`src/cdic_pkg.sv`:
```
// Constants, types and helpers shared by the cascaded interrupt controller.
`default_nettype none
package cdic_pkg;

    localparam int unsigned NCTRL = 2;
    localparam int unsigned NCH = 8;
    localparam int unsigned CH_W = 3;
    localparam int unsigned MASTER = 0;
    localparam int unsigned SLAVE = 1;
    localparam int unsigned NEXT_REQ = 16;

    localparam logic [7:0] MASTER_BASE = 8'h20;
    localparam logic [7:0] SLAVE_BASE = 8'hA0;
    localparam logic [7:0] UNMAPPED_DATA = 8'h00;

    localparam logic [2:0] CAS_CH = 3'h2;
    localparam logic [2:0] SPURIOUS_CH = 3'h7;
    localparam logic [2:0] LOW_DEFAULT = 3'h7;
    localparam logic [7:0] CAS_CFG_DEFAULT = 8'h07;

    localparam int unsigned INIT_FLAG_BIT = 4;
    localparam int unsigned SINGLE_BIT = 1;
    localparam int unsigned LEVEL_BIT = 3;
    localparam int unsigned AUTO_EOS_BIT = 1;
    localparam int unsigned MULTI_NEST_BIT = 4;
    localparam int unsigned OCW_KIND_BIT = 3;
    localparam int unsigned VEC_HI = 7;
    localparam int unsigned VEC_LO = 3;
    localparam int unsigned CMD_HI = 7;
    localparam int unsigned CMD_LO = 5;
    localparam int unsigned SMM_HI = 6;
    localparam int unsigned SMM_LO = 5;
    localparam int unsigned RSEL_HI = 1;
    localparam int unsigned RSEL_LO = 0;
    localparam int unsigned LVL_HI = 2;
    localparam int unsigned LVL_LO = 0;

    localparam logic [1:0] SMM_SET = 2'b11;
    localparam logic [1:0] SMM_CLR = 2'b10;
    localparam logic [1:0] RSEL_REQ = 2'b10;
    localparam logic [1:0] RSEL_SVC = 2'b11;

    typedef enum logic [1:0] {
        INIT_DONE = 2'b00,
        INIT_VEC = 2'b01,
        INIT_CAS = 2'b10,
        INIT_MODE = 2'b11
    } cdic_init_t;

    typedef enum logic [2:0] {
        CMD_ROT_AUTO_CLR = 3'b000,
        CMD_NS_EOS = 3'b001,
        CMD_NOP = 3'b010,
        CMD_SP_EOS = 3'b011,
        CMD_ROT_AUTO_SET = 3'b100,
        CMD_ROT_NS_EOS = 3'b101,
        CMD_SET_PRIO = 3'b110,
        CMD_ROT_SP_EOS = 3'b111
    } cdic_cmd_t;

    typedef enum logic {
        ACK_FIRST = 1'b0,
        ACK_SECOND = 1'b1
    } cdic_ack_t;

    typedef struct packed {
        logic [7:0] req_latch;
        logic [7:0] in_service;
        logic [7:0] chan_mask;
        logic [7:0] prev_in;
        logic [4:0] vec_base;
        logic [7:0] cas_cfg;
        cdic_init_t init_step;
        logic single;
        logic level;
        logic auto_eos;
        logic multi_nest;
        logic smm;
        logic rd_svc;
        logic rot_auto;
        logic [2:0] low;
        logic [2:0] serv_idx;
        logic served;
        logic irq;
    } cdic_ctrl_t;

    typedef struct packed {
        cdic_ctrl_t [NCTRL-1:0] ctrl;
        cdic_ack_t ack_phase;
        logic resp_slave;
        logic [2:0] cas_addr;
        logic [7:0] vec;
        logic vec_oe_n;
        logic [7:0] rdata;
    } cdic_state_t;

    localparam cdic_ctrl_t CTRL_RST = '{
        req_latch: 8'h00, in_service: 8'h00, chan_mask: 8'h00,
        prev_in: 8'h00, vec_base: 5'h00, cas_cfg: CAS_CFG_DEFAULT,
        init_step: INIT_DONE, single: 1'b1, level: 1'b0,
        auto_eos: 1'b0, multi_nest: 1'b0, smm: 1'b0, rd_svc: 1'b0,
        rot_auto: 1'b0, low: LOW_DEFAULT, serv_idx: 3'h0,
        served: 1'b0, irq: 1'b0};

    localparam cdic_state_t STATE_RST = '{
        ctrl: {CTRL_RST, CTRL_RST}, ack_phase: ACK_FIRST,
        resp_slave: 1'b0, cas_addr: 3'h0, vec: 8'h00,
        vec_oe_n: 1'b1, rdata: 8'h00};

    // Rank 0 is the highest priority; the channel after low ranks first.
    function automatic logic [2:0] rank(input logic [2:0] idx,
                                        input logic [2:0] low);
        rank = 3'(idx - low - 3'h1);
    endfunction : rank

    function automatic logic hits(input logic [7:0] addr,
                                  input logic [7:0] base);
        hits = (addr[7:1] == base[7:1]);
    endfunction : hits

endpackage : cdic_pkg
`default_nettype wire

```
`src/cdic_prio.sv`:
```
// Rotating priority encoder: finds the highest ranked set bit of a vector.
`timescale 1ns/1ps
`default_nettype none
module cdic_prio (
    input wire logic [cdic_pkg::NCH-1:0] i_vec,
    input wire logic [cdic_pkg::CH_W-1:0] i_low,
    output logic o_valid,
    output logic [cdic_pkg::CH_W-1:0] o_idx
);
    import cdic_pkg::*;

    logic [CH_W-1:0] cand;

    // Scanning from the lowest rank up lets the highest rank overwrite last.
    always_comb begin
        o_valid = 1'b0;
        o_idx = i_low;
        cand = i_low;
        for (int j = NCH - 1; j >= 0; j--) begin
            cand = 3'(i_low + 3'(j + 1));
            if (i_vec[cand]) begin
                o_valid = 1'b1;
                o_idx = cand;
            end
        end
    end

endmodule : cdic_prio
`default_nettype wire

```
`src/cdic_top.sv`:
```
// Master and slave interrupt controllers joined in a fixed cascade.
//
// What this block does
// - Slave interrupt output feeds master request channel 2 internally.
// - Master answers at I/O pair 020H-021H, slave at 0A0H-0A1H.
// - Timer 0 drives master channel 0; real-time clock drives slave 0.
// - Fifteen channels; all others come from external request pins.
// - An active channel request sets its request latch bit.
// - Mask register disables any or all channels from raising interrupt.
// - Several in-service bits may be set together.
// - Resolver combines request, mask, in-service; interrupt only if deserved.
// - First acknowledge sets in-service, clears request, makes cascade code.
// - Second acknowledge drives vector: base in bits 7..3, channel below.
// - Slave compares master's cascade code with its 3-bit identity.
// - Automatic end clears in-service after second acknowledge, else command.
// - No pending request at first acknowledge gives the level 7 vector.
// - Specific end clears named bit; non-specific clears highest set bit.
// - Special mask mode: non-specific end skips masked in-service bits.
// - Priority mode may change any time without a reset.
// - Default fixed priority: channel 0 highest, channel 7 lowest.
// - In-service blocks equal and lower priority, higher still raises.
//
// The implementer's own choices: the strobed register port and the placing of the registers.
`timescale 1ns/1ps
`default_nettype none
module cdic_top (
    input wire logic i_sys_clk,
    input wire logic i_rst_n,
    input wire logic [7:0] i_addr,
    input wire logic [7:0] i_wdata,
    input wire logic i_wr,
    input wire logic i_rd,
    output logic [7:0] o_rdata,
    input wire logic i_timer0,
    input wire logic i_rtc_irq,
    input wire logic [cdic_pkg::NEXT_REQ-1:0] i_ext_req,
    input wire logic i_ack,
    output logic o_cpu_irq,
    output logic [7:0] o_vec_data,
    output logic o_vec_oe_n,
    output logic [2:0] o_cas_addr
);
    import cdic_pkg::*;

    cdic_state_t s_q;
    cdic_state_t s_d;

    logic [NCTRL-1:0][NCH-1:0] chan_in;
    logic [NCTRL-1:0][NCH-1:0] req_view;
    logic [NCTRL-1:0][NCH-1:0] svc_view;
    logic [NCTRL-1:0] pend_valid;
    logic [NCTRL-1:0][CH_W-1:0] pend_idx;
    logic [NCTRL-1:0] svc_valid;
    logic [NCTRL-1:0][CH_W-1:0] svc_idx;
    logic [NCTRL-1:0] win;
    logic [NCTRL-1:0] sel;
    logic [NCTRL-1:0][NCH-1:0] rise;
    logic [NCTRL-1:0][NCH-1:0] req_clr;
    logic [NCTRL-1:0][NCH-1:0] svc_clr;
    logic [NCTRL-1:0][NCH-1:0] svc_set;
    logic first_ack;
    logic second_ack;
    logic m_cascade;
    logic s_match;
    logic [CH_W-1:0] lvl;
    cdic_cmd_t cmd;

    // Channel wiring is fixed; the master's channel 2 sees the slave's
    // registered request, so the cascade link is one clock behind the slave.
    assign chan_in[MASTER] = {i_ext_req[7:3], s_q.ctrl[SLAVE].irq,
                              i_ext_req[1], i_timer0};
    assign chan_in[SLAVE] = {i_ext_req[15:9], i_rtc_irq};

    for (genvar k = 0; k < NCTRL; k++) begin : g_ctrl
        assign req_view[k] = s_q.ctrl[k].req_latch
                             & ~s_q.ctrl[k].chan_mask;
        assign svc_view[k] = s_q.ctrl[k].smm
                             ? (s_q.ctrl[k].in_service
                                & ~s_q.ctrl[k].chan_mask)
                             : s_q.ctrl[k].in_service;
        cdic_prio u_pend (
            .i_vec(req_view[k]),
            .i_low(s_q.ctrl[k].low),
            .o_valid(pend_valid[k]),
            .o_idx(pend_idx[k])
        );
        cdic_prio u_svc (
            .i_vec(svc_view[k]),
            .i_low(s_q.ctrl[k].low),
            .o_valid(svc_valid[k]),
            .o_idx(svc_idx[k])
        );
    end

    assign first_ack = i_ack && (s_q.ack_phase == ACK_FIRST);
    assign second_ack = i_ack && (s_q.ack_phase == ACK_SECOND);
    assign cmd = cdic_cmd_t'(i_wdata[CMD_HI:CMD_LO]);
    assign lvl = i_wdata[LVL_HI:LVL_LO];

    always_comb begin
        s_d = s_q;
        s_d.vec_oe_n = 1'b1;
        s_d.rdata = UNMAPPED_DATA;
        rise = '0;
        req_clr = '0;
        svc_clr = '0;
        svc_set = '0;
        win = '0;
        sel[MASTER] = hits(i_addr, MASTER_BASE);
        sel[SLAVE] = hits(i_addr, SLAVE_BASE);

        // A request deserves service only above every in-service level, or every
        // unmasked one in special mask mode; equal level passes only for a nested cascade input.
        for (int k = 0; k < NCTRL; k++) begin
            win[k] = pend_valid[k] && (!svc_valid[k]
                     || (rank(pend_idx[k], s_q.ctrl[k].low)
                         < rank(svc_idx[k], s_q.ctrl[k].low))
                     || (s_q.ctrl[k].multi_nest
                         && pend_idx[k] == svc_idx[k]
                         && !s_q.ctrl[k].single
                         && s_q.ctrl[k].cas_cfg[pend_idx[k]]));
            s_d.ctrl[k].irq = win[k];
            rise[k] = chan_in[k] & ~s_q.ctrl[k].prev_in;
            s_d.ctrl[k].prev_in = chan_in[k];
        end

        m_cascade = win[MASTER] && !s_q.ctrl[MASTER].single
                    && s_q.ctrl[MASTER].cas_cfg[pend_idx[MASTER]];
        s_match = m_cascade
                  && (s_q.ctrl[SLAVE].cas_cfg[CH_W-1:0]
                      == pend_idx[MASTER]);

        // First acknowledge: resolve, move request into service, keep the
        // data pins released.
        if (first_ack) begin
            s_d.ack_phase = ACK_SECOND;
            s_d.resp_slave = s_match;
            s_d.cas_addr = pend_idx[MASTER];
            for (int k = 0; k < NCTRL; k++) begin
                s_d.ctrl[k].served = 1'b0;
            end
            if (win[MASTER]) begin
                svc_set[MASTER][pend_idx[MASTER]] = 1'b1;
                req_clr[MASTER][pend_idx[MASTER]] = 1'b1;
                s_d.ctrl[MASTER].serv_idx = pend_idx[MASTER];
                s_d.ctrl[MASTER].served = 1'b1;
            end else begin
                s_d.ctrl[MASTER].serv_idx = SPURIOUS_CH;
            end
            if (s_match) begin
                if (win[SLAVE]) begin
                    svc_set[SLAVE][pend_idx[SLAVE]] = 1'b1;
                    req_clr[SLAVE][pend_idx[SLAVE]] = 1'b1;
                    s_d.ctrl[SLAVE].serv_idx = pend_idx[SLAVE];
                    s_d.ctrl[SLAVE].served = 1'b1;
                end else begin
                    s_d.ctrl[SLAVE].serv_idx = SPURIOUS_CH;
                end
            end
        end

        // Second acknowledge: present the vector for one cycle and, on the
        // same clock edge, end service automatically where that is selected.
        if (second_ack) begin
            s_d.ack_phase = ACK_FIRST;
            s_d.vec_oe_n = 1'b0;
            if (s_q.resp_slave) begin
                s_d.vec = {s_q.ctrl[SLAVE].vec_base,
                           s_q.ctrl[SLAVE].serv_idx};
            end else begin
                s_d.vec = {s_q.ctrl[MASTER].vec_base,
                           s_q.ctrl[MASTER].serv_idx};
            end
            for (int k = 0; k < NCTRL; k++) begin
                if (s_q.ctrl[k].served && s_q.ctrl[k].auto_eos) begin
                    svc_clr[k][s_q.ctrl[k].serv_idx] = 1'b1;
                    if (s_q.ctrl[k].rot_auto) begin
                        s_d.ctrl[k].low = s_q.ctrl[k].serv_idx;
                    end
                end
            end
        end

        for (int k = 0; k < NCTRL; k++) begin
            if (i_wr && sel[k]) begin
                if (!i_addr[0] && i_wdata[INIT_FLAG_BIT]) begin
                    s_d.ctrl[k].init_step = INIT_VEC;
                    s_d.ctrl[k].single = i_wdata[SINGLE_BIT];
                    s_d.ctrl[k].level = i_wdata[LEVEL_BIT];
                    s_d.ctrl[k].low = LOW_DEFAULT;
                    s_d.ctrl[k].chan_mask = 8'h00;
                    s_d.ctrl[k].cas_cfg = CAS_CFG_DEFAULT;
                    s_d.ctrl[k].smm = 1'b0;
                    s_d.ctrl[k].rd_svc = 1'b0;
                    s_d.ctrl[k].rot_auto = 1'b0;
                end else if (!i_addr[0] && i_wdata[OCW_KIND_BIT]) begin
                    s_d.ctrl[k].init_step = INIT_DONE;
                    if (i_wdata[SMM_HI:SMM_LO] == SMM_SET) begin
                        s_d.ctrl[k].smm = 1'b1;
                    end else if (i_wdata[SMM_HI:SMM_LO] == SMM_CLR) begin
                        s_d.ctrl[k].smm = 1'b0;
                    end
                    if (i_wdata[RSEL_HI:RSEL_LO] == RSEL_REQ) begin
                        s_d.ctrl[k].rd_svc = 1'b0;
                    end else if (i_wdata[RSEL_HI:RSEL_LO] == RSEL_SVC) begin
                        s_d.ctrl[k].rd_svc = 1'b1;
                    end
                end else if (!i_addr[0]) begin
                    s_d.ctrl[k].init_step = INIT_DONE;
                    // Mode commands act at once, with no reinitialisation.
                    unique case (cmd)
                        CMD_ROT_AUTO_CLR: s_d.ctrl[k].rot_auto = 1'b0;
                        CMD_ROT_AUTO_SET: s_d.ctrl[k].rot_auto = 1'b1;
                        CMD_NOP: ;
                        CMD_NS_EOS: begin
                            if (svc_valid[k]) begin
                                svc_clr[k][svc_idx[k]] = 1'b1;
                            end
                        end
                        CMD_ROT_NS_EOS: begin
                            if (svc_valid[k]) begin
                                svc_clr[k][svc_idx[k]] = 1'b1;
                                s_d.ctrl[k].low = svc_idx[k];
                            end
                        end
                        CMD_SP_EOS: svc_clr[k][lvl] = 1'b1;
                        CMD_ROT_SP_EOS: begin
                            svc_clr[k][lvl] = 1'b1;
                            s_d.ctrl[k].low = lvl;
                        end
                        CMD_SET_PRIO: s_d.ctrl[k].low = lvl;
                    endcase
                end else begin
                    unique case (s_q.ctrl[k].init_step)
                        INIT_VEC: begin
                            s_d.ctrl[k].vec_base = i_wdata[VEC_HI:VEC_LO];
                            s_d.ctrl[k].init_step = INIT_CAS;
                        end
                        INIT_CAS: begin
                            s_d.ctrl[k].cas_cfg = i_wdata;
                            s_d.ctrl[k].init_step = INIT_MODE;
                        end
                        INIT_MODE: begin
                            s_d.ctrl[k].auto_eos = !i_wdata[AUTO_EOS_BIT];
                            s_d.ctrl[k].multi_nest = i_wdata[MULTI_NEST_BIT];
                            s_d.ctrl[k].init_step = INIT_DONE;
                        end
                        INIT_DONE: s_d.ctrl[k].chan_mask = i_wdata;
                    endcase
                end
            end

            if (i_rd && sel[k]) begin
                if (i_addr[0]) begin
                    s_d.rdata = s_q.ctrl[k].chan_mask;
                end else if (s_q.ctrl[k].rd_svc) begin
                    s_d.rdata = s_q.ctrl[k].in_service;
                end else begin
                    s_d.rdata = s_q.ctrl[k].req_latch;
                end
            end

            // A fresh edge in the acknowledge cycle survives the clear, and
            // a bit set by acknowledge survives a same-cycle end command.
            if (s_q.ctrl[k].level) begin
                s_d.ctrl[k].req_latch = chan_in[k];
            end else begin
                s_d.ctrl[k].req_latch = (s_q.ctrl[k].req_latch & ~req_clr[k])
                                        | rise[k];
            end
            s_d.ctrl[k].in_service = (s_q.ctrl[k].in_service & ~svc_clr[k])
                                     | svc_set[k];
        end
    end

    always_ff @(posedge i_sys_clk or negedge i_rst_n) begin
        if (!i_rst_n) begin
            s_q <= STATE_RST;
        end else begin
            s_q <= s_d;
        end
    end

    assign o_cpu_irq = s_q.ctrl[MASTER].irq;
    assign o_vec_data = s_q.vec;
    assign o_vec_oe_n = s_q.vec_oe_n;
    assign o_cas_addr = s_q.cas_addr;
    assign o_rdata = s_q.rdata;

endmodule : cdic_top
`default_nettype wire

```
`config.mk`:
```
export PLATFORM = sky130hd
export DESIGN_NAME = cdic_top
export DESIGN_NICKNAME = d
export VERILOG_FILES = /design/src/cdic_pkg.sv /design/src/cdic_prio.sv /design/src/cdic_top.sv
export SDC_FILE = /design/constraint.sdc
export NUM_CORES = 1
export LEC_CHECK = 0
export BUFFER_PORTS_ARGS = -buffer_cell sky130_fd_sc_hd__buf_2
export CAP_MARGIN = 25
export CORE_UTILIZATION = 60
export CTS_BUF_LIST = sky130_fd_sc_hd__clkbuf_4
export DETAILED_ROUTE_END_ITERATION = 10
export GPL_TIMING_DRIVEN = 0
export PLACE_DENSITY = 0.87
export SKIP_CTS_REPAIR_TIMING = 1
export SKIP_LAST_GASP = 1
export SYNTH_ARGS = -nofsm -noshare
export SYNTH_HDL_FRONTEND = slang
export SYNTH_HIERARCHICAL = 1
export SYNTH_SLANG_ARGS = --single-unit
```
`constraint.sdc`:
```
create_clock -name i_sys_clk -period 7.9 [get_ports i_sys_clk]
set_input_delay 1.58 -clock i_sys_clk [delete_from_list [all_inputs] [get_ports i_sys_clk]]
set_output_delay 1.58 -clock i_sys_clk [all_outputs]
set_load 0.05 [all_outputs]
```
==> results_dict.tcl, run 1 <==
set metrics [dict create \
    place.gp.congestion 0.9518 \
    portBuffers 54 \
    drive_gt1_frac 0.2018 \
    ys_types 81 \
    max_stage_delay_ps 710 \
    avgSynthCellArea_um2 9.360 \
    hold_viol 0 \
    grt_pass1_wl_um 48740 \
    cts_max_level 4 \
    finalNetCount 1304 \
    ant_nets 0 \
    crit_arrival_ps 7390 \
    row_count 48 \
    hold_path.class "reg2reg" \
    cts_made_buffers 17 \
    cp_max_fo 10 \
    yosysWarnings 6 \
    grtUsageTotal 0.3427 \
    synth_edf_count 0 \
    die_w_um 136.6 \
    ys_seq_area_frac 0.3376 \
    hpwl_um 22970 \
    rsz0062_at_grt "no" \
    antenna_found_initial 1 \
    synth.net_count 1229 \
    syn_inst 1162 \
    firstDrtPassIters 6 \
    cp_top_family "buffers and inverters" \
    start_kind "flip-flop" \
    cts_num_sinks 146 \
    synth_async_sr_flop_share 1.000 \
    critical_path.cell_chain "buf_6 > buf_2 > inv_1 > ha_1 > clkbuf_2 > mux4_2 > mux2i_2 > a21oi_1 > o2111ai_1 > o21ai_1 > a41oi_1 > buf_1 > inv_1 > fa_1 > xnor2_1 > xnor2_1 > ha_1 > o21ai_0 > nor3b_1 > a2111oi_4 > buf_4 > a31o_2" \
    vias_per_cell 6.700 \
    grt-ovfl-total 0 \
    worst_pin_slew_ps 938.0 \
    remaining_drc_errors 0 \
    cp-end-kind "flip-flop" \
    cts-root-buf "clkbuf_4" \
    fin_skew_ps 19.20 \
    crit_slowest_cell "dfstp_2" \
    final_cell_mix "dfrtp_1, nand2_1, a21oi_1, o21ai_0, inv_1" \
    fin_setup_tns_ps 0 \
    path_class "reg2reg" \
    fin_area_mm2 0.01177 \
    cts.path.max_buffers 2 \
    layout_commonest_cell "dfrtp_1" \
    start_util 0.6224 \
    tritoncts "yes" \
    max-cap-violations 0 \
    fin_crit_ps 6913 \
    p_per_area_mw_per_mm2 275.3 \
    io_pins 60 \
    grt_max_degree 84 \
    min_period_over_period 0.8751 \
    fmax_mhz 144.7 \
    yosys-top-cells-area "dfrtp_1, mux4_2, mux2i_1, mux2_2, nand2_1" \
    ys_seq_elements 146 \
    setup_viol 0 \
    yosysTopAreaCell "dfrtp_1" \
    synth_top_area_frac 0.3014 \
    grt_pass1_vias 9446 \
    core_area_mm2 0.01748 \
    die_h_um 136.6 \
    finalMaxSlewViolations 0 \
    syn_to_final_growth_pct 8.236 \
    netlist_area_mm2 0.01088 \
    status "finished, final reports clean" \
    ys.flop_type "dfrtp_1" \
    cp_num_buf_inv 7 \
    required_ps 8380 \
    max_slew_margin 0.3702 \
    vias 9882 \
    drt_iter0_markers 1117 \
    wl_per_cell_um 20.57 \
    wl_um 30340 \
    die_area_mm2 0.01867 \
    clk_pin_slew_ps 130 \
    r2r_slack_ps 990 \
    power_leakage_nw 5.000 \
    ir_worst_vdd_v 0.0002574 \
    place_area_mm2 0.01146 \
    clkLatencyLatePin_ps 590 \
]
==> routing by layer <==
layer	vias up	global-route usage	share of wire
li1	4424	-	-
met1	4735	0.4532	0.40
met2	594	0.5375	0.46
met3	129	0.06296	0.093
met4	0	0.1784	0.046
met5	-	0	0
==> where the power goes <==
group          total (mW)  switching [mW]  internal, mW  leakage, nW
Clock               0.508           0.282         0.226        0.155
Sequential          0.972           0.112         0.860         1.76
Combinational        1.76            1.10         0.663         3.08
==> cells in the mapped netlist, types with 14 or more instances <==
master	count
ha_1	24
dfstp_2	15
dfrtp_1	131
a21oi_1	77
a22oi_1	26
nor2b_1	32
inv_1	63
nor2_1	42
nand2_1	128
o21ai_0	70
xnor2_1	20
nand3_1	38
a211oi_1	15
mux4_2	29
a21boi_0	26
buf_4	20
mux2i_1	54
mux2_2	47
xor2_1	14
clkbuf_1	42
==> worst paths after layout <==
path	from	end	cells past startpoint
max	s_q[28]	s_q[133]	22
max in group asynchronous	i_rst_n	s_q[28]	2
min reg2reg	chan_in[2]	s_q[54]	0
max reg2reg	s_q[28]	s_q[133]	22
min in group asynchronous	i_rst_n	o_vec_data[4]	1
min	chan_in[2]	s_q[54]	0
==> state kept, by name (all words and copies together), names as in the netlist <==
name        cells
o_rdata         8
o_vec_oe_n      1
o_cpu_irq       1
o_vec_data      8
o_cas_addr      3
chan_in         1
s_q           124
==> stage by stage <==
step                      hold slack [ps]  utilization  setup WS, ps  power, mW  std cells
final                               392.1       0.6736         986.8      3.241       1475
after detailed placement            365.2       0.6559          1194      2.693       1442
after floorplan                     347.7            -          2464      2.266       1162
after CTS                           393.4       0.6730          1147      3.200       1473
after global routing                408.8       0.6736         762.3      3.412       1475
after global placement              356.0       0.6539          1319      2.631       1441
==> cell type report <==
type	count	area [um2]
Multi-Input combinational cell	861	6456
Fill cell	1332	5704
Sequential cell	146	3672
Buffer	90	504.2
Timing Repair Buffer	56	311.5
Tap cell	225	281.5
Inverter	65	244.0
Clock inverter	12	157.7
Clock buffer	19	142.6
Antenna cell	1	2.502
==> kinds of logic after synthesis <==
logic type	count (synthesis)	synth area share
multiplexers	138	0.1690
adder cells (fa/ha/maj)	28	0.03497
XOR/XNOR	34	0.02738
AO/OA/AOI/OAI	338	0.2118
flip-flops	146	0.3376
AND/OR/NAND/NOR	323	0.1505
buffers and inverters	155	0.06879
(Power assumes the default switching activity.)
==> run 2, diff against run 1 <==
- CORE_UTILIZATION: 60 -> 35
- PLACE_DENSITY: 0.87 -> 0.59
- clock period: 7.9 -> 7.7 ns (I/O delays scaled with it)
==> results_dict.tcl, run 2 (same netlist as run 1, synthesis figures left out) <==
set metrics [dict create \
    r2r-start "s_q[28]" \
    max-cap-violations 0 \
    tritoncts "yes" \
    wl_um 32690 \
    syn_to_final_growth_pct 9.674 \
    antenna_found_initial 1 \
    ant_nets 0 \
    largest_reg_flops 124 \
    place.gp.congestion 0.9087 \
    path_class "reg2reg" \
    holdWs_ps 388.6 \
    io_pins 60 \
    cp_max_fo 10 \
    worst_slack_ps 960.8 \
    firstDrtPassIters 5 \
    max_slew_margin 0.3158 \
    vias 9432 \
    required_ps 8160 \
    start_util 0.3556 \
    clkLatencyLatePin_ps 580 \
    wl_per_cell_um 19.86 \
    cts_num_sinks 146 \
    drt_iter0_markers 772 \
    fmax_mhz 148.4 \
    portBuffers 54 \
    start_kind "flip-flop" \
    largest-register "s_q" \
    cts_made_buffers 17 \
    crit_arrival_ps 7200 \
    cts.path.max_buffers 2 \
    min_delay_worst_endpoint "s_q[54]" \
    fin_setup_tns_ps 0 \
    cp-end-kind "flip-flop" \
    drive_gt1_frac 0.2010 \
    dp_cells 1613 \
    r2r_end "s_q[133]" \
    seq_area_mm2 0.003672 \
    die_area_mm2 0.03179 \
    min_from "chan_in[2]" \
    finalMaxSlewViolations 0 \
    remaining_drc_errors 0 \
    power_leakage_nw 4.974 \
    p_per_area_mw_per_mm2 273.7 \
    finalNetCount 1303 \
    grtUsageTotal 0.2096 \
    hpwl_um 24880 \
    min_period_over_period 0.8752 \
    vias_per_cell 5.730 \
    die_h_um 178.3 \
    hold_depth 0 \
    multiInputGateArea_mm2 0.006456 \
    hold_path.class "reg2reg" \
    core_area_mm2 0.03059 \
    fin_crit_ps 6739 \
    row_count 64 \
    rsz0062_at_grt "no" \
    r2r_slack_ps 960 \
    grt_pass1_wl_um 51280 \
    grt_pass1_vias 8867 \
    layout_commonest_cell "dfrtp_1" \
    final_cells 1646 \
    power_mw 3.264 \
    ir_worst_vdd_v 0.0001990 \
    nFillCells 3107 \
    clk_pin_slew_ps 150 \
    dp_slack_ps 1041 \
    final_cell_mix "dfrtp_1, nand2_1, a21oi_1, o21ai_0, inv_1" \
    worst_pin_slew_ps 1020 \
    grt_max_degree 77 \
    cts-root-buf "clkbuf_4" \
    status "finished, final reports clean" \
    cts_max_level 4 \
    grt-ovfl-total 0 \
    setup_viol 0 \
    fin_skew_ps 29.98 \
    hold_viol 0 \
    die_w_um 178.3 \
    reg2reg_depth 22 \
]
run 2: critical path, cell delays in order, from the launching register on:
cell and delay, ps:
dfstp_2 710, buf_6 170, buf_2 230, inv_1 160, ha_1 300, clkbuf_2 210, mux4_2 410, mux2i_2 280
a21oi_1 120, o2111ai_1 180, o21ai_1 90, a41oi_1 520, buf_1 530, inv_1 340, fa_1 480, xnor2_1 150
xnor2_1 150, ha_1 280, o21ai_0 110, nor3b_1 630, a2111oi_4 120, buf_4 220, a31o_2 250
run 2: where the power goes:
group	leakage, nW	switching, mW	internal (mW)	total (mW)
Clock	0.134	0.329	0.137	0.465
Sequential	1.76	0.113	0.883	0.995
Combinational	3.08	1.13	0.677	1.80
Total	4.97	1.57	1.70	3.26
run 2: how the worst max path moves through the flow:
stage	end	cells past startpoint	start	slack [ps]
3_5_place_dp	s_q[133]	22	s_q[28]	1040
3_3_place_gp	s_q[133]	22	s_q[28]	1060
2_1_floorplan	s_q[131]	22	s_q[28]	2260
5_1_grt	s_q[133]	22	s_q[28]	580
4_1_cts	s_q[133]	22	s_q[28]	990
6_report	s_q[133]	22	s_q[28]	960
run 2: metal layers:
| layer | share of wire | global-route usage |
|---|---|---|
| met4 | 0.0097 | 0.04061 |
| met5 | 0 | 0 |
| met1 | 0.47 | 0.3091 |
| met2 | 0.46 | 0.3246 |
| met3 | 0.060 | 0.03069 |
run 2: cell type report:
type                            instances  share of cell area
Multi-Input combinational cell        861              0.5412
Sequential cell                       146              0.3078
Timing Repair Buffer                   55             0.02549
Clock inverter                         15             0.01028
Inverter                               65             0.02045
Tap cell                              396             0.04154
Buffer                                 90             0.04227
Clock buffer                           17             0.01070
Antenna cell                            1           0.0002098
run 2: through the flow:
step,util,cell area (um2)
finish,0.3900,11930
CTS,0.3899,11930
global route,0.3900,11930
detailed placement,0.3817,11680
floorplan,-,10880
global placement,0.3806,11640
==> run 3, diff against run 2 <==
- ABC_AREA: not set -> 1
==> results_dict.tcl, run 3 <==
set metrics [dict create \
    synth_edf_count 0 \
    max_stage_delay_ps 690 \
    busiest_layer "met2" \
    worst_slack_ps 2559 \
    ys_seq_elements 146 \
    r2r_end "s_q[143]" \
    min_period_over_period 0.6676 \
    synth.net_count 1619 \
    required_ps 8200 \
    power_mw 2.569 \
    cp_max_fo 8 \
    place_area_mm2 0.01154 \
    finalNetCount 1694 \
    drt_iter0_markers 890 \
    synth_top_family_by_area "simple AND/OR/NAND/NOR gates" \
    portBuffers 55 \
    cpMostUsedCell "nand2_1" \
    setup_viol 0 \
    fin_skew_ps 32.63 \
    core_area_mm2 0.02987 \
    largest_reg_flops 124 \
    cp_top_family "simple AND/OR/NAND/NOR gates" \
    min_from "chan_in[2]" \
    remaining_drc_errors 0 \
    power_leakage_nw 5.921 \
    yosysMostFrequentCell "nand2_1" \
    hold_path.class "reg2reg" \
    grt_pass1_wl_um 52900 \
    synth_top_area_frac 0.3052 \
    path_depth 28 \
    clkLatencyLatePin_ps 590 \
    synthMuxAreaShare 0.004660 \
    dp_slack_ps 2560 \
    status "finished, final reports clean" \
    place.gp.congestion 0.9531 \
    start_util 0.3595 \
    grt_max_degree 82 \
    layout_commonest_cell "nand2_1" \
    r2r-start "s_q[90]" \
    io_pins 60 \
    nFillCells 3187 \
    yosys-top-cells-area "dfrtp_1, nand2_1, nand3_1, inv_1, o21ai_0" \
    die_w_um 177.2 \
    yosysWarnings 6 \
    reg2reg_depth 28 \
    crit_arrival_ps 5640 \
    avgSynthCellArea_um2 6.920 \
    synth_fa_ha_area_frac 0.03541 \
    synth-simple-area-share 0.3514 \
    hpwl_um 26980 \
    worst_pin_slew_ps 701.8 \
    cp_num_buf_inv 5 \
    r2r_slack_ps 2560 \
    die_area_mm2 0.03139 \
    ys_types 57 \
    grtUsageTotal 0.2206 \
    hold_viol 0 \
    grt.met1_usage 0.2860 \
    synth-compound-area-share 0.1370 \
    ant_nets 0 \
    cp-end-kind "flip-flop" \
    synth-xor-area-share 0.02237 \
    tritoncts "yes" \
    wl_um 33540 \
    fin_crit_ps 5141 \
    cts_num_sinks 146 \
    syn_to_final_growth_pct 10.09 \
    fmax_mhz 194.5 \
    grt_util_met2 0.3672 \
    path_class "reg2reg" \
    cts_made_buffers 17 \
    hold_depth 0 \
    cts-root-buf "clkbuf_4" \
    largest-register "s_q" \
    grt-ovfl-total 0 \
    row_count 63 \
    vias_per_cell 5.048 \
    ir_worst_vdd_v 0.00008970 \
    grt_pass1_vias 9717 \
    final_cell_mix "nand2_1, nand3_1, inv_1, dfrtp_1, nor2_1" \
    max_slew_margin 0.5321 \
    ys.flop_type "dfrtp_1" \
    yosysTopAreaCell "dfrtp_1" \
    p_per_area_mw_per_mm2 217.2 \
    synth_async_sr_flop_share 1.000 \
    clk_pin_slew_ps 150 \
    rsz0062_at_grt "no" \
    start_kind "flip-flop" \
    syn_inst 1552 \
    die_h_um 177.2 \
    netlist_area_mm2 0.01074 \
    synth.top_cells.by_count "nand2_1, nand3_1, inv_1, dfrtp_1, nor2_1" \
    firstDrtPassIters 7 \
    ys_seq_area_frac 0.3419 \
    cts_max_level 4 \
    min_delay_worst_endpoint "s_q[54]" \
    cts.path.max_buffers 2 \
    finalMaxSlewViolations 0 \
    fin_setup_tns_ps 0 \
    grt.met3_usage 0.03200 \
    antenna_found_initial 3 \
    max-cap-violations 0 \
    crit_slowest_cell "dfstp_2" \
    vias 10260 \
    wl_per_cell_um 16.50 \
    drive_gt1_frac 0.1555 \
    fin_area_mm2 0.01182 \
]
==> run 3: changes by cell type after synthesis, sizes merged, moves of 13 or more <==
cell,delta
mux4,-29
a22oi,-22
inv,+119
nor2,+75
a211oi,-13
a21boi,-15
nand2,+387
mux2,-51
clkbuf,-32
mux2i,-53
nor2b,-36
o21ai,+47
nand3,+138
==> run 3: report_power, final <==
group | leakage, nW | switching, mW | internal, mW
clock network | 0.146 | 0.329 | 0.174
registers | 1.77 | 0.0731 | 0.856
logic | 4.00 | 0.780 | 0.357
total | 5.92 | 1.18 | 1.39
==> run 3: area by class of cell <==
class                      count  area, um2  area share
buffer                        60      417.9     0.03534
antenna                        3      7.507   0.0006349
tap                          390      488.0     0.04127
clock buffer                  18      135.1     0.01143
inverter                     187      734.5     0.06212
clock inverter                14      143.9     0.01217
multi-input combinational   1159       5916      0.5003
timing repair buffer          56      309.0     0.02614
sequential                   146       3672      0.3106
==> run 3: metal layers <==
metal	vias to the layer above	wire (um)
met1	4761	15140
met3	59	1512
met4	0	1057
met2	260	15830
met5	-	0
li1	5183	-
==> run 3: kinds of logic (layout without fill, tap and decap cells) <==
logic type	count (synthesis)	in the layout
flip-flops	146	146
XOR/XNOR	24	24
buffers and inverters	247	335
other	0	3
AO/OA/AOI/OAI	249	249
multiplexers	5	5
AND/OR/NAND/NOR	853	853
adder cells (fa/ha/maj)	28	28
==> run 3: stage by stage <==
step | utilization | std cells | hold slack (ps)
after floorplan | - | 1552 | 354.0
after global placement | 0.3851 | 1997 | 361.9
after detailed placement | 0.3862 | 1998 | 368.2
after CTS | 0.3955 | 2030 | 399.5
after global routing | 0.3956 | 2031 | 407.8
final | 0.3958 | 2033 | 395.4
==> run 3: worst max-delay path by stage <==
stage               end    start
2_1_floorplan   s_q[82]  s_q[28]
3_3_place_gp   s_q[143]  s_q[90]
3_5_place_dp   s_q[143]  s_q[90]
4_1_cts        s_q[143]  s_q[90]
5_1_grt        s_q[141]  s_q[90]
6_report       s_q[143]  s_q[90]
==> run 3: worst reg2reg max path, delay by kind of cell (launching register included) <==
family / cells / cell delay (ps)
XOR/XNOR: 2 / 350
adder cells (fa/ha/maj): 4 / 1250
AO/OA/AOI/OAI: 3 / 340
buffers and inverters: 5 / 660
AND/OR/NAND/NOR: 14 / 1780
flip-flops: 1 / 690
